`src/dpsl_unused_placeholder_removed.sv`:
```
// Intentionally empty design unit list
`timescale 1ns/10ps
`default_nettype none
`default_nettype wire
```
`src/pkg/dpsl_pkg.sv`:
```
// Constants shared by the driver protection and status logic
package dpsl_pkg;

	localparam int          DPSL_WORD_W       = 16;
	localparam int          DPSL_NUM_OUT      = 12;
	localparam int          DPSL_CNT_W        = 5;
	localparam logic [4:0]  DPSL_FULL_BITS    = 5'h10;
	localparam int          DPSL_SYNC_W       = 22;
	localparam int          DPSL_OSC_FREQ_HZ  = 32000;
	localparam int          DPSL_LONG_DLY_US  = 12000;
	localparam int          DPSL_SHORT_DLY_US = 1500;
	localparam int          DPSL_TMR_W        = 16;

	// Command word fields
	localparam int          DPSL_CMD_SRR      = 0;
	localparam int          DPSL_CMD_OUT_LO   = 1;
	localparam int          DPSL_CMD_OUT_HI   = 12;
	localparam int          DPSL_CMD_OLD      = 13;
	localparam int          DPSL_CMD_SCT      = 14;
	localparam int          DPSL_CMD_SI       = 15;
	localparam logic [15:0] DPSL_CMD_RST      = 16'he000;

	// Status word fields
	localparam int          DPSL_ST_TP        = 0;
	localparam int          DPSL_ST_SCD       = 13;
	localparam int          DPSL_ST_INH       = 14;
	localparam int          DPSL_ST_PSF       = 15;
	localparam logic [15:0] DPSL_ST_SHUTDOWN  = 16'hffff;

	// Synchroniser lane positions
	localparam int          DPSL_SY_CSN       = 0;
	localparam int          DPSL_SY_SCLK      = 1;
	localparam int          DPSL_SY_SDI       = 2;
	localparam int          DPSL_SY_OSC       = 3;
	localparam int          DPSL_SY_INH       = 4;
	localparam int          DPSL_SY_PWSET     = 5;
	localparam int          DPSL_SY_PWRST     = 6;
	localparam int          DPSL_SY_SDOFF     = 7;
	localparam int          DPSL_SY_SDON      = 8;
	localparam int          DPSL_SY_UV        = 9;
	localparam int          DPSL_SY_OC        = 10;
	localparam logic [21:0] DPSL_SYNC_RST     = 22'h000001;

	typedef enum {DPSL_IDLE, DPSL_SHIFT} dpsl_link_t;

	// Oscillator cycles for a delay in microseconds, rounded up, at least one
	function automatic logic [15:0] dpsl_osc_cycles(input int us, input int freq_hz);
		longint c;
		c = (longint'(us) * longint'(freq_hz) + 64'd999999) / 64'd1000000;
		if (c < 1)
			c = 1;
		return c[15:0];
	endfunction : dpsl_osc_cycles

endpackage : dpsl_pkg

```
`src/dpsl_short_timer.sv`:
```
// Short-circuit delay timer and trip latch for one output
`timescale 1ns/10ps
`default_nettype none
module dpsl_short_timer import dpsl_pkg::*; #(
	parameter logic [15:0] LONG_CNT  = 16'h0180,
	parameter logic [15:0] SHORT_CNT = 16'h0030
) (
	input  wire logic clock,
	input  wire logic resetn,
	input  wire logic osc_tick,
	input  wire logic overcurrent,
	input  wire logic prewarn,
	input  wire logic long_sel,
	input  wire logic clear,
	output logic      trip_evt,
	output logic      tripped_r
);

	logic [15:0] cnt_r;
	logic [15:0] limit;

	assign limit    = long_sel ? LONG_CNT : SHORT_CNT;
	assign trip_evt = overcurrent && !tripped_r &&
		(prewarn || (osc_tick && cnt_r + 16'h0001 >= limit));

	// Counts oscillator cycles while the overload lasts
	always_ff @(posedge clock or negedge resetn)
	begin
		if (!resetn)
			cnt_r <= 16'h0000;
		else if (!overcurrent || tripped_r)
			cnt_r <= 16'h0000;
		else if (osc_tick)
			cnt_r <= cnt_r + 16'h0001;
	end

	// Trip wins over a clear in the same cycle
	always_ff @(posedge clock or negedge resetn)
	begin
		if (!resetn)
			tripped_r <= 1'b0;
		else if (trip_evt)
			tripped_r <= 1'b1;
		else if (clear)
			tripped_r <= 1'b0;
	end
endmodule : dpsl_short_timer
`default_nettype wire

```
`src/dpsl_sync.sv`:
```
// Two-flop synchroniser for a vector of asynchronous levels
`timescale 1ns/10ps
`default_nettype none
module dpsl_sync #(
	parameter int             WIDTH   = 1,
	parameter logic [WIDTH-1:0] RST_VAL = '0
) (
	input  wire logic             clock,
	input  wire logic             resetn,
	input  wire logic [WIDTH-1:0] async_in,
	output logic      [WIDTH-1:0] sync_out
);

	logic [WIDTH-1:0] meta_r;

	always_ff @(posedge clock or negedge resetn)
	begin
		if (!resetn)
		begin
			meta_r   <= RST_VAL;
			sync_out <= RST_VAL;
		end
		else
		begin
			meta_r   <= async_in;
			sync_out <= meta_r;
		end
	end

endmodule : dpsl_sync
`default_nettype wire

```
`src/dpsl_top.sv`:
```
// Protection, status and serial word logic of a twelve-output load driver
// Operation
// - Prewarning flag follows set and reset thresholds
// - Chip select fall puts prewarning on output
// - Short frame aborts, registers stay unchanged
// - Overtemperature shuts outputs, status all ones
// - Re-enable needs cool die and status reset
// - Overcurrent starts the short delay timer
// - Persistent overcurrent disables output, sets flag
// - Prewarning plus overcurrent disables output at once
// - Status reset clears flag, re-enables shorted outputs
// - Either inhibit turns outputs off, link runs
// - Inhibit released reactivates the output stages
// - Timer bit selects 12 ms or 1.5 ms
// - Status bit 14 reports combined inhibit
// - Command bit 15 is the software inhibit
`timescale 1ns/10ps
`default_nettype none
module dpsl_top import dpsl_pkg::*; #(
	parameter int OSC_FREQ_HZ = DPSL_OSC_FREQ_HZ
) (
	input  wire logic        clock,
	input  wire logic        resetn,
	input  wire logic        cs_n,
	input  wire logic        sclk,
	input  wire logic        sdi,
	input  wire logic        osc_clk,
	input  wire logic        hw_inhibit_pin,
	input  wire logic        temp_above_prewarn,
	input  wire logic        temp_below_prewarn,
	input  wire logic        temp_above_shutdown,
	input  wire logic        temp_below_switch_on,
	input  wire logic        undervoltage,
	input  wire logic [11:0] overcurrent,
	output logic             sdo,
	output logic             sdo_oe,
	output logic      [11:0] out_enable,
	output logic             temp_prewarn_flag,
	output logic             short_detected_flag,
	output logic             supply_fail_flag,
	output logic             thermal_shutdown,
	output logic             standby
);

	localparam logic [15:0] LONG_CNT  = dpsl_osc_cycles(DPSL_LONG_DLY_US, OSC_FREQ_HZ);
	localparam logic [15:0] SHORT_CNT = dpsl_osc_cycles(DPSL_SHORT_DLY_US, OSC_FREQ_HZ);

	logic [DPSL_SYNC_W-1:0] sy;
	logic                   cs_s;
	logic                   sclk_s;
	logic                   osc_s;
	logic                   inh_s;
	logic                   pw_set_s;
	logic                   pw_rst_s;
	logic                   sd_off_s;
	logic                   sd_on_s;
	logic                   uv_s;
	logic [11:0]            oc_s;
	logic                   cs_prev_r;
	logic                   sclk_prev_r;
	logic                   osc_prev_r;
	logic                   cs_fall;
	logic                   cs_rise;
	logic                   sclk_rise;
	logic                   sclk_fall;
	logic                   osc_tick;
	dpsl_link_t             link_r;
	logic [4:0]             bit_cnt_r;
	logic [15:0]            in_shift_r;
	logic [15:0]            out_shift_r;
	logic [15:0]            cmd_r;
	logic                   srr_pulse_r;
	logic                   word_ok;
	logic                   tp_r;
	logic                   tsd_r;
	logic                   scd_r;
	logic                   psf_r;
	logic [11:0]            tripped;
	logic [11:0]            trip_evt;
	logic                   inhibit;
	logic [11:0]            out_en_nxt;
	logic [15:0]            status_word;

	dpsl_sync #(
		.WIDTH   (DPSL_SYNC_W),
		.RST_VAL (DPSL_SYNC_RST)
	) u_sync (
		.clock    (clock),
		.resetn   (resetn),
		.async_in ({overcurrent, undervoltage, temp_below_switch_on, temp_above_shutdown,
			temp_below_prewarn, temp_above_prewarn, hw_inhibit_pin, osc_clk, sdi, sclk, cs_n}),
		.sync_out (sy)
	);

	assign cs_s     = sy[DPSL_SY_CSN];
	assign sclk_s   = sy[DPSL_SY_SCLK];
	assign osc_s    = sy[DPSL_SY_OSC];
	assign inh_s    = sy[DPSL_SY_INH];
	assign pw_set_s = sy[DPSL_SY_PWSET];
	assign pw_rst_s = sy[DPSL_SY_PWRST];
	assign sd_off_s = sy[DPSL_SY_SDOFF];
	assign sd_on_s  = sy[DPSL_SY_SDON];
	assign uv_s     = sy[DPSL_SY_UV];
	assign oc_s     = sy[DPSL_SY_OC +: DPSL_NUM_OUT];

	// Edge detection on synchronised levels
	always_ff @(posedge clock or negedge resetn)
	begin
		if (!resetn)
		begin
			cs_prev_r   <= 1'b1;
			sclk_prev_r <= 1'b0;
			osc_prev_r  <= 1'b0;
		end
		else
		begin
			cs_prev_r   <= cs_s;
			sclk_prev_r <= sclk_s;
			osc_prev_r  <= osc_s;
		end
	end

	assign cs_fall   = cs_prev_r && !cs_s;
	assign cs_rise   = !cs_prev_r && cs_s;
	assign sclk_rise = !sclk_prev_r && sclk_s;
	assign sclk_fall = sclk_prev_r && !sclk_s;
	assign osc_tick  = !osc_prev_r && osc_s;
	assign word_ok   = (bit_cnt_r == DPSL_FULL_BITS);

	// Serial frame: LSB first, sample on rising, shift out on falling
	always_ff @(posedge clock or negedge resetn)
	begin
		if (!resetn)
		begin
			link_r      <= DPSL_IDLE;
			bit_cnt_r   <= 5'h00;
			in_shift_r  <= 16'h0000;
			out_shift_r <= 16'h0000;
			sdo         <= 1'b0;
			sdo_oe      <= 1'b0;
		end
		else
		begin
			case (link_r)
				DPSL_IDLE:
				begin
					if (cs_fall)
					begin
						link_r      <= DPSL_SHIFT;
						bit_cnt_r   <= 5'h00;
						out_shift_r <= status_word;
						sdo         <= status_word[DPSL_ST_TP];
						sdo_oe      <= 1'b1;
					end
				end
				DPSL_SHIFT:
				begin
					if (cs_rise)
					begin
						link_r <= DPSL_IDLE;
						sdo_oe <= 1'b0;
					end
					else
					begin
						if (sclk_rise)
						begin
							in_shift_r <= {sy[DPSL_SY_SDI], in_shift_r[15:1]};
							if (bit_cnt_r != 5'h1f)
								bit_cnt_r <= bit_cnt_r + 5'h01;
						end
						if (sclk_fall)
						begin
							out_shift_r <= {in_shift_r[0], out_shift_r[15:1]};
							sdo         <= out_shift_r[1];
						end
					end
				end
				default:
					link_r <= DPSL_IDLE;
			endcase
		end
	end

	// Command word latched only on a complete frame
	always_ff @(posedge clock or negedge resetn)
	begin
		if (!resetn)
		begin
			cmd_r       <= DPSL_CMD_RST;
			srr_pulse_r <= 1'b0;
		end
		else if (link_r == DPSL_SHIFT && cs_rise && word_ok)
		begin
			cmd_r                <= in_shift_r;
			cmd_r[DPSL_CMD_SRR]  <= 1'b0;
			srr_pulse_r          <= in_shift_r[DPSL_CMD_SRR];
		end
		else
			srr_pulse_r <= 1'b0;
	end

	// Prewarning with hysteresis from two comparators
	always_ff @(posedge clock or negedge resetn)
	begin
		if (!resetn)
			tp_r <= 1'b0;
		else if (pw_set_s)
			tp_r <= 1'b1;
		else if (pw_rst_s)
			tp_r <= 1'b0;
	end

	// Thermal shutdown latch
	always_ff @(posedge clock or negedge resetn)
	begin
		if (!resetn)
			tsd_r <= 1'b0;
		else if (sd_off_s)
			tsd_r <= 1'b1;
		else if (srr_pulse_r && sd_on_s)
			tsd_r <= 1'b0;
	end

	// Sticky flags, a new event wins over the clear
	always_ff @(posedge clock or negedge resetn)
	begin
		if (!resetn)
		begin
			scd_r <= 1'b0;
			psf_r <= 1'b0;
		end
		else
		begin
			if (|trip_evt)
				scd_r <= 1'b1;
			else if (srr_pulse_r)
				scd_r <= 1'b0;
			if (uv_s)
				psf_r <= 1'b1;
			else if (srr_pulse_r)
				psf_r <= 1'b0;
		end
	end

	genvar gi;
	generate
		for (gi = 0; gi < DPSL_NUM_OUT; gi++)
		begin : g_out
			dpsl_short_timer #(
				.LONG_CNT  (LONG_CNT),
				.SHORT_CNT (SHORT_CNT)
			) u_tmr (
				.clock       (clock),
				.resetn      (resetn),
				.osc_tick    (osc_tick),
				.overcurrent (oc_s[gi] && out_enable[gi]),
				.prewarn     (tp_r),
				.long_sel    (cmd_r[DPSL_CMD_SCT]),
				.clear       (srr_pulse_r),
				.trip_evt    (trip_evt[gi]),
				.tripped_r   (tripped[gi])
			);
		end
	endgenerate

	assign inhibit    = !cmd_r[DPSL_CMD_SI] || !inh_s;
	assign out_en_nxt = cmd_r[DPSL_CMD_OUT_HI:DPSL_CMD_OUT_LO] & ~tripped & ~trip_evt &
		{DPSL_NUM_OUT{!tsd_r && !sd_off_s && !inhibit && !uv_s}};

	always_comb
	begin
		if (tsd_r)
			status_word = DPSL_ST_SHUTDOWN;
		else
			status_word = {psf_r, inhibit, scd_r, out_enable, tp_r};
	end

	always_ff @(posedge clock or negedge resetn)
	begin
		if (!resetn)
		begin
			out_enable          <= 12'h000;
			temp_prewarn_flag   <= 1'b0;
			short_detected_flag <= 1'b0;
			supply_fail_flag    <= 1'b0;
			thermal_shutdown    <= 1'b0;
			standby             <= 1'b1;
		end
		else
		begin
			out_enable          <= out_en_nxt;
			temp_prewarn_flag   <= tp_r;
			short_detected_flag <= scd_r;
			supply_fail_flag    <= psf_r;
			thermal_shutdown    <= tsd_r;
			standby             <= inhibit;
		end
	end
endmodule : dpsl_top
`default_nettype wire

```
`config.mk`:
```
export PLATFORM = sky130hd
export DESIGN_NAME = dpsl_top
export DESIGN_NICKNAME = d
export VERILOG_FILES = /design/src/dpsl_unused_placeholder_removed.sv /design/src/pkg/dpsl_pkg.sv /design/src/dpsl_short_timer.sv /design/src/dpsl_sync.sv /design/src/dpsl_top.sv
export SDC_FILE = /design/constraint.sdc
export NUM_CORES = 1
export LEC_CHECK = 0
export BUFFER_PORTS_ARGS = -buffer_cell sky130_fd_sc_hd__buf_4
export CORE_AREA = 2 2 376 192
export CTS_BUF_LIST = sky130_fd_sc_hd__clkbuf_16
export DETAILED_ROUTE_END_ITERATION = 16
export DIE_AREA = 0 0 378 194
export GPL_ROUTABILITY_DRIVEN = 0
export HOLD_SLACK_MARGIN = 0.12
export PLACE_DENSITY = 0.51
export SLEW_MARGIN = 20
export SYNTH_ARGS = -nofsm -noshare
export SYNTH_HDL_FRONTEND = slang
export SYNTH_SLANG_ARGS = --single-unit
```
`constraint.sdc`:
```
create_clock -name clock -period 3.3 [get_ports clock]
set_input_delay 0.66 -clock clock [delete_from_list [all_inputs] [get_ports clock]]
set_output_delay 0.66 -clock clock [all_outputs]
set_load 0.01 [all_outputs]
```
## After elaboration in Yosys (flattened, before gate mapping)

Index checks and enable logic that the tools add are counted.

- Add/subtract/negate cells: 13
- $mul: 0
- Divide/modulo/power cells: 0
- $lt $le $gt $ge: 12
- Equality and inequality tests: 10
- Shift-type cells: 0
- Multiplexer cells: 65
- Bitwise operators: 6
- Reductions and logical operators: 155

Operator list:

| operator | number |
|---|---|
| 16-bit two-way mux | 28 |
| 16-bit by 1-bit adder with 16-bit output (second input constant) | 12 |
| 16-bit greater-or-equal comparator | 12 |
| 32-bit two-way mux | 2 |
| 32-bit one-hot mux with 2 select lines | 1 |
| 1-bit logical AND | 59 |
| 2-bit nonzero test | 29 |
| 12-bit bitwise AND | 3 |
| 1-bit zero test | 35 |
| 32-bit by 1-bit == test with 1-bit output (second input constant) | 1 |
| 32-bit by 2-bit == test with 1-bit output (second input constant) | 1 |
| 32-bit zero test | 1 |
| 16-bit one-hot mux with 2 select lines | 1 |
| 1-bit logical OR | 25 |
| 1-bit two-way mux | 25 |
| 12-bit inverter | 2 |
| 5-bit two-way mux | 4 |
| 2-bit != test (second input constant) | 6 |
| 12-bit OR reduction | 1 |
| 5-bit one-hot mux with 2 select lines | 1 |
| 9-bit two-way mux | 1 |
| 3-bit AND reduction | 2 |
| 5-bit by 1-bit adder with 5-bit output (second input constant) | 1 |
| 5-bit == test (second input constant) | 1 |
| other kinds (6) | 7 |

- Bits in registers: 359
- Latch bits: 0
- Bits in writable memories: 0
- ROM bits: 0
- Output and inout port bits: 19
- Word-level logic and storage cells: 308
- Memories kept: 0

## Longest topological paths before layout

- Depth after elaboration: 8
- Depth in mapped cells: 14

## Hierarchy

A second synthesis with hierarchy kept.

- Cell total of the unflattened synthesis: 1852
- Area, all modules: 18310.1 um2

Modules (own cells, without submodules):

| module | times used | cells each | area an instance (um2) | seq. area each (um2) |
|---|---|---|---|---|
| dpsl_short_timer (g_out[11].u_tmr ...) | 9 | 130 | 1156.1 | 425.4 |
| dpsl_top | 1 | 245 | 3213.1 | 1931.9 |
| dpsl_short_timer (g_out[0].u_tmr ...) | 2 | 130 | 1187.4 | 425.4 |
| dpsl_short_timer (g_out[7].u_tmr) | 1 | 133 | 1213.7 | 425.4 |
| dpsl_sync | 1 | 44 | 1103.6 | 1103.6 |

## Worst setup path before layout

OpenSTA, ideal clock, no wires.

- Path kind: register -> register
- Start: register cmd_r[14]
- End: register scd_r
- Data arrival time: 3.231 ns
- Slack: -0.071 ns
- Stages on the path, launching flop included: 11
- Path buffers: 0
- Clock period less this slack: 3.371 ns
- Cells stage by stage: dfstp_2 > inv_1 > ha_1 > nand4_1 > nor2_1 > and4_1 > or4b_1 > or4_4 > a21oi_2 > nor4b_2 > nand4_1

- Word-level cells in the longest chain between the ends: 7
- Elaborated cells between the ends (all ways): 52
- Classes of those cells: order compare: 12; mux: 2; reduce/logical: 38

Ends and longest elaborated chain:

| item | RTL line | RTL |
|---|---|---|
| start, declared | dpsl_top.sv:71 | `logic [15:0] cmd_r;` |
| start signal, assigned | dpsl_top.sv:194 | `cmd_r <= in_shift_r;` |
| 9-bit two-way mux (*) | dpsl_short_timer.sv:22 | `assign limit = long_sel ? LONG_CNT : SHORT_CNT;` |
| 16-bit greater-or-equal comparator | dpsl_short_timer.sv:24 | `(prewarn \|\| (osc_tick && cnt_r + 16'h0001 >= limit));` |
| 1-bit logical AND | dpsl_short_timer.sv:24 |  |
| 1-bit logical OR | dpsl_short_timer.sv:24 |  |
| 1-bit logical AND | dpsl_short_timer.sv:23 | `assign trip_evt = overcurrent && !tripped_r &&` |
| 12-bit OR reduction (*) | dpsl_top.sv:234 | `if (\|trip_evt)` |
| 1-bit two-way mux or 2-bit nonzero test (tied branches) | - |  |
| end signal, assigned | dpsl_top.sv:229 | `scd_r <= 1'b0;` |
| end signal, assigned | dpsl_top.sv:235 | `scd_r <= 1'b1;` |
| end signal, assigned | dpsl_top.sv:237 | `scd_r <= 1'b0;` |
| end, declared | dpsl_top.sv:76 | `logic scd_r;` |

Mark *: on every way between the ends. The rest lies on a longest branch, timed or not.
A chain may end at the register's enable or synchronous reset.

## Worst setup path in the final report

- Start: register g_out[5].u_tmr.cnt_r[6]
- End: register scd_r

- Word-level cells in the longest chain between the ends: 7
- Elaborated cells between the ends (all ways): 8
- Classes of those cells: add/sub: 1; order compare: 1; mux: 1; reduce/logical: 5

Ends and longest elaborated chain:

| item | RTL line | RTL |
|---|---|---|
| start, declared | dpsl_short_timer.sv:19 | `logic [15:0] cnt_r;` |
| start signal, assigned | dpsl_short_timer.sv:34 | `cnt_r <= cnt_r + 16'h0001;` |
| 16-bit by 1-bit adder with 16-bit output (*) | dpsl_short_timer.sv:24 |  |
| 16-bit greater-or-equal comparator (*) | dpsl_short_timer.sv:24 |  |
| 1-bit logical AND (*) | dpsl_short_timer.sv:24 |  |
| 1-bit logical OR (*) | dpsl_short_timer.sv:24 |  |
| 1-bit logical AND (*) | dpsl_short_timer.sv:23 |  |
| 12-bit OR reduction (*) | dpsl_top.sv:234 |  |
| 1-bit two-way mux or 2-bit nonzero test (tied branches) | - |  |

Marked as above.

==> results by group <==
Run
  • Max Cap Violations: 0

Timing
  • Hold Fails Final Rpt: 0
  • TNS Setup: 0 ns
  • Final critical-path required period: roughly 3.2 ns
  • Hold_ws: approximately 0.17 ns
  • Final worst-path setup slack: between 0.1 and 0.15 ns
  • Worst max-slew margin expressed relative to the limit: about two fifths
  • Setup Skew: around 0.021 ns
  • Actual transition at the worst max-transition pin: around 0.9 ns
  • Upper clock frequency limit: 314 MHz
  • Period Utilization, post-route: a little over nine tenths
  • Finish-stage setup viols: 0
  • Final Max Slew Viols: 0
  • Setup repair after global routing missed its margin: true

Power
  • Cell Pwr Density: 402 nW/um^2
  • Worst-case vdd ir drop: between 0.3 and 0.4 mV
  • Total power: 8.14 mW
  • Cell leakage power: a little over 8 nW

Yosys
  • Share of synthesized cell area in full adder, half adder and majority cells: 4.55%
  • Cell taking the most area after synthesis: sky130_fd_sc_hd__dfrtp_1
  • Flop and latch count out of synthesis: roughly 330
  • Fraction of synthesized area in multiplexers: 2.42%
  • Synthesized cell area: around 17000 sq um
  • Synth Instances: 1836
  • Combinational family with the most area after synthesis: simple AND/OR/NAND/NOR gates
  • Most instantiated cells after synthesis: sky130_fd_sc_hd__dfrtp_1 (319), sky130_fd_sc_hd__nor2_1 (244), sky130_fd_sc_hd__nand2_1 (183), sky130_fd_sc_hd__xor2_1 (128), sky130_fd_sc_hd__o21ai_0 (96)
  • Average cell area after synthesis: 9.43 sq um
  • Ys async rst share: 100%
  • Seq/Total Area, Yosys: approximately 47%
  • Area share of the leading cell type in the synthesized netlist: between 40% and 50%
  • Synthesized net count: around 1900
  • Basic-gate share of the synthesized area counting and, or, nand and nor cells: 22.6%
  • EDFF count, synth: 0
  • Distinct cells, synth: 75
  • Syn. warnings: 0
  • Synth top area cells: sky130_fd_sc_hd__dfrtp_1 (46%), sky130_fd_sc_hd__xor2_1 (6.5%), sky130_fd_sc_hd__nor2_1 (5.3%)
  • Share of the synthesized netlist area taken by xor and xnor gates: about 11%
  • Top_reg_cell synth: sky130_fd_sc_hd__dfrtp_1
  • Leading cell type by number of instances after synthesis: sky130_fd_sc_hd__dfrtp_1
  • Compound-cell area share of the yosys netlist: under 10%

Status
  • Outcome: complete, no violations

Placement
  • PortBufs: 42
  • HPWL after detailed placement: roughly 29 mm
  • Pre-CTS setup slack: -0.161 ns

Cells and area
  • Area occupied by multi-input gates: ~8900 sq um
  • Register cell area after layout: between 8000 and 9000 sq um
  • Synth-to-layout area growth: 16.8%
  • Fin nets: between 1500 and 2000
  • Share of post-route cells with drive strength above 1: 12.7%
  • Number of fill cells in the layout: between 7000 and 8000

Floorplanning
  • Initial Util: between 20% and 30%
  • Number of top-level pins: between 40 and 50
  • Height of the chip: roughly 190 um
  • CORE AREA: around 70000 sq um
  • Number of placement rows: slightly below 70
  • DIE WIDTH: ~380 um
  • Area of the die: roughly 73000 sq um

Clocking
  • CTS H-tree depth: 1
  • CTS clock-pin slew for the worst setup and hold paths: roughly 0.070 ns
  • Number of buffers inserted during clock tree synthesis: 29
  • Later-pin clock latency in the skew report: between 0.5 and 0.6 ns
  • Clock tree from TritonCTS: built
  • Clock root buffer: sky130_fd_sc_hd__clkbuf_16
  • Clock Sinks: 325
  • Number of buffers between clock root and the deepest sink: 3

Global route
  • Antenna violations before repair: 0
  • Pin count of the biggest net entering global routing: between 90 and 100
  • Overall overflow remaining after global route: 0
  • Via count of the first global-routing pass: 12648
  • First-pass GRT wire length: a little over 70 mm
  • Global-route total usage across every layer: between 10% and 20%

Worst setup path
  • Largest incremental delay on the critical path: about 0.50 ns
  • Data arrival, critical path: 3.65 ns
  • Number of buffers and inverters on the critical path: 0
  • Critical path's top delay family: simple AND/OR/NAND/NOR gates
  • Crit path top cell by count: sky130_fd_sc_hd__nand4_1
  • Worst path cell trace: nand4_1 -> or2_2 -> xnor2_2 -> ha_4 -> nand4_1 -> nor2_1 -> and4_1 -> or4b_1 -> or4_4 -> a21oi_4 -> nor4b_4 -> nand4_1
  • Critical Path Start Type: flop
  • Worst Setup End Kind: flop
  • Slowest cell on the critical path: sky130_fd_sc_hd__or4b_1
  • Data required time at the worst endpoint: about 3.8 ns
  • Crit Path Class: reg -> reg
  • Critical Path Fanout Max: 5

Detailed routing
  • Count of antenna-violating nets left after detailed routing: 0
  • Routed wire length: 42.7 mm
  • DRC Markers: 0
  • Number of iterations in the first detailed-routing pass: 5
  • DR WL/cell: about 15 um
  • Via density per instance: 4.64
  • Number of DRC markers in iteration 0: around 1100
  • Routed via count: between 10000 and 15000

Hold path
  • Class of the most critical hold timing path: in -> reg
-- cell type report --
type | count | share of cell area [%]
multi-input cells | 1396 | 44.1
flip-flops and latches | 325 | 40.3
well taps | 958 | 5.93
repair buffers | 106 | 4.44
clock buffers | 29 | 3.59
clock inverters | 25 | 1.05
inverters | 34 | 0.650
diodes | 1 | 0.0124
-- metal layers --
metal	part of all wire, %	vias to the layer above	track usage [%]	routed length [um]
li1	-	6541	-	-
met1	56	6495	19.6	23900
met3	4.7	60	2.13	2000
met5	0	-	0	0
met2	38	233	15.3	16100
met4	1.6	0	1.92	681
-- state kept, by name, indices dropped and copies added (netlist names), 5 cells and up --
signal and flops:
bit_cnt_r 5, cmd_r 14, g_out.u_tmr.cnt_r 192, g_out.u_tmr.tripped_r 12, in_shift_r 16, out_enable 12
out_shift_r 16, u_sync.meta_r 22, u_sync.sync_out 22
-- metrics by stage --
step / cell area, sq um / std cells / utilization (%)
after floorplan: 17400 / 1836 / -
after global placement: 19100 / 2814 / 27.3
after detailed placement: 19100 / 2814 / 27.3
after CTS: 20100 / 2869 / 28.7
after global routing: 20200 / 2873 / 28.8
final: 20200 / 2874 / 28.8
-- cell usage in the layout (no fill, tap or decap), types with 8 or more instances in the layout --
| master | synthesis | final |
|---|---|---|
| sky130_fd_sc_hd__nor2_1 | 244 | 242 |
| sky130_fd_sc_hd__xor2_1 | 128 | 127 |
| sky130_fd_sc_hd__buf_4 | 0 | 96 |
| sky130_fd_sc_hd__or2_2 | 9 | 9 |
| sky130_fd_sc_hd__ha_1 | 63 | 58 |
| sky130_fd_sc_hd__mux2_2 | 31 | 31 |
| sky130_fd_sc_hd__nand4_1 | 66 | 66 |
| sky130_fd_sc_hd__clkbuf_16 | 0 | 29 |
| sky130_fd_sc_hd__a31o_2 | 8 | 8 |
| sky130_fd_sc_hd__and3_1 | 32 | 31 |
| sky130_fd_sc_hd__and2_1 | 9 | 8 |
| sky130_fd_sc_hd__a21o_1 | 10 | 10 |
| sky130_fd_sc_hd__inv_1 | 34 | 41 |
| sky130_fd_sc_hd__or3_1 | 52 | 52 |
| sky130_fd_sc_hd__dfrtp_1 | 319 | 315 |
| sky130_fd_sc_hd__nand3_1 | 81 | 78 |
| sky130_fd_sc_hd__nand2_1 | 183 | 182 |
| sky130_fd_sc_hd__a211oi_1 | 9 | 8 |
| sky130_fd_sc_hd__a31oi_1 | 17 | 17 |
| sky130_fd_sc_hd__xnor2_1 | 95 | 93 |
| sky130_fd_sc_hd__and4_1 | 18 | 18 |
| sky130_fd_sc_hd__o21ai_0 | 96 | 94 |
| sky130_fd_sc_hd__nor4_1 | 16 | 16 |
| sky130_fd_sc_hd__a21oi_1 | 80 | 80 |
| sky130_fd_sc_hd__nor3_1 | 49 | 49 |
-- report_power, final --
part | internal [mW] | switching [mW] | leakage, nW
combinational | 0.151 | 0.251 | 3.30
sequential | 4.13 | 0.104 | 4.34
clock | 1.91 | 1.60 | 0.488
total | 6.18 | 1.96 | 8.13
-- cell families after synthesis --
logic type                 Yosys count
AOI/OAI and AO/OA                  273
xor gates and xnor gates           223
adders and majority gates           63
buffers and inverters              115
DFF                                325
muxes                               38
and+or+nand+nor                    799
-- path summary, 6_finish.rpt --
path,depth (start not counted),endpoint,startpoint,slack (ns)
min in group asynchronous,2,g_out[1].u_tmr.cnt_r[11],resetn,0.58
max,12,scd_r,g_out[5].u_tmr.cnt_r[6],0.11
max reg2reg,12,scd_r,g_out[5].u_tmr.cnt_r[6],0.11
max in group asynchronous,3,cmd_r[15],resetn,1.83
min,1,u_sync.meta_r[13],overcurrent[3],0.17
min reg2reg,0,u_sync.sync_out[7],u_sync.meta_r[7],0.34
-- timing repair --
| action | 4_1_cts | 5_1_grt |
|---|---|---|
| hold buffers | 1 | 0 |
| pin swaps | 0 | 5 |
| setup endpoints to repair | 3 | 4 |
| buffers inserted | 0 | 4 |
| resized for setup | 8 | 24 |
| hold endpoints to repair | 44 | 0 |
| gates cloned | 0 | 0 |
Note: power is estimated with default switching activity, not from simulation.
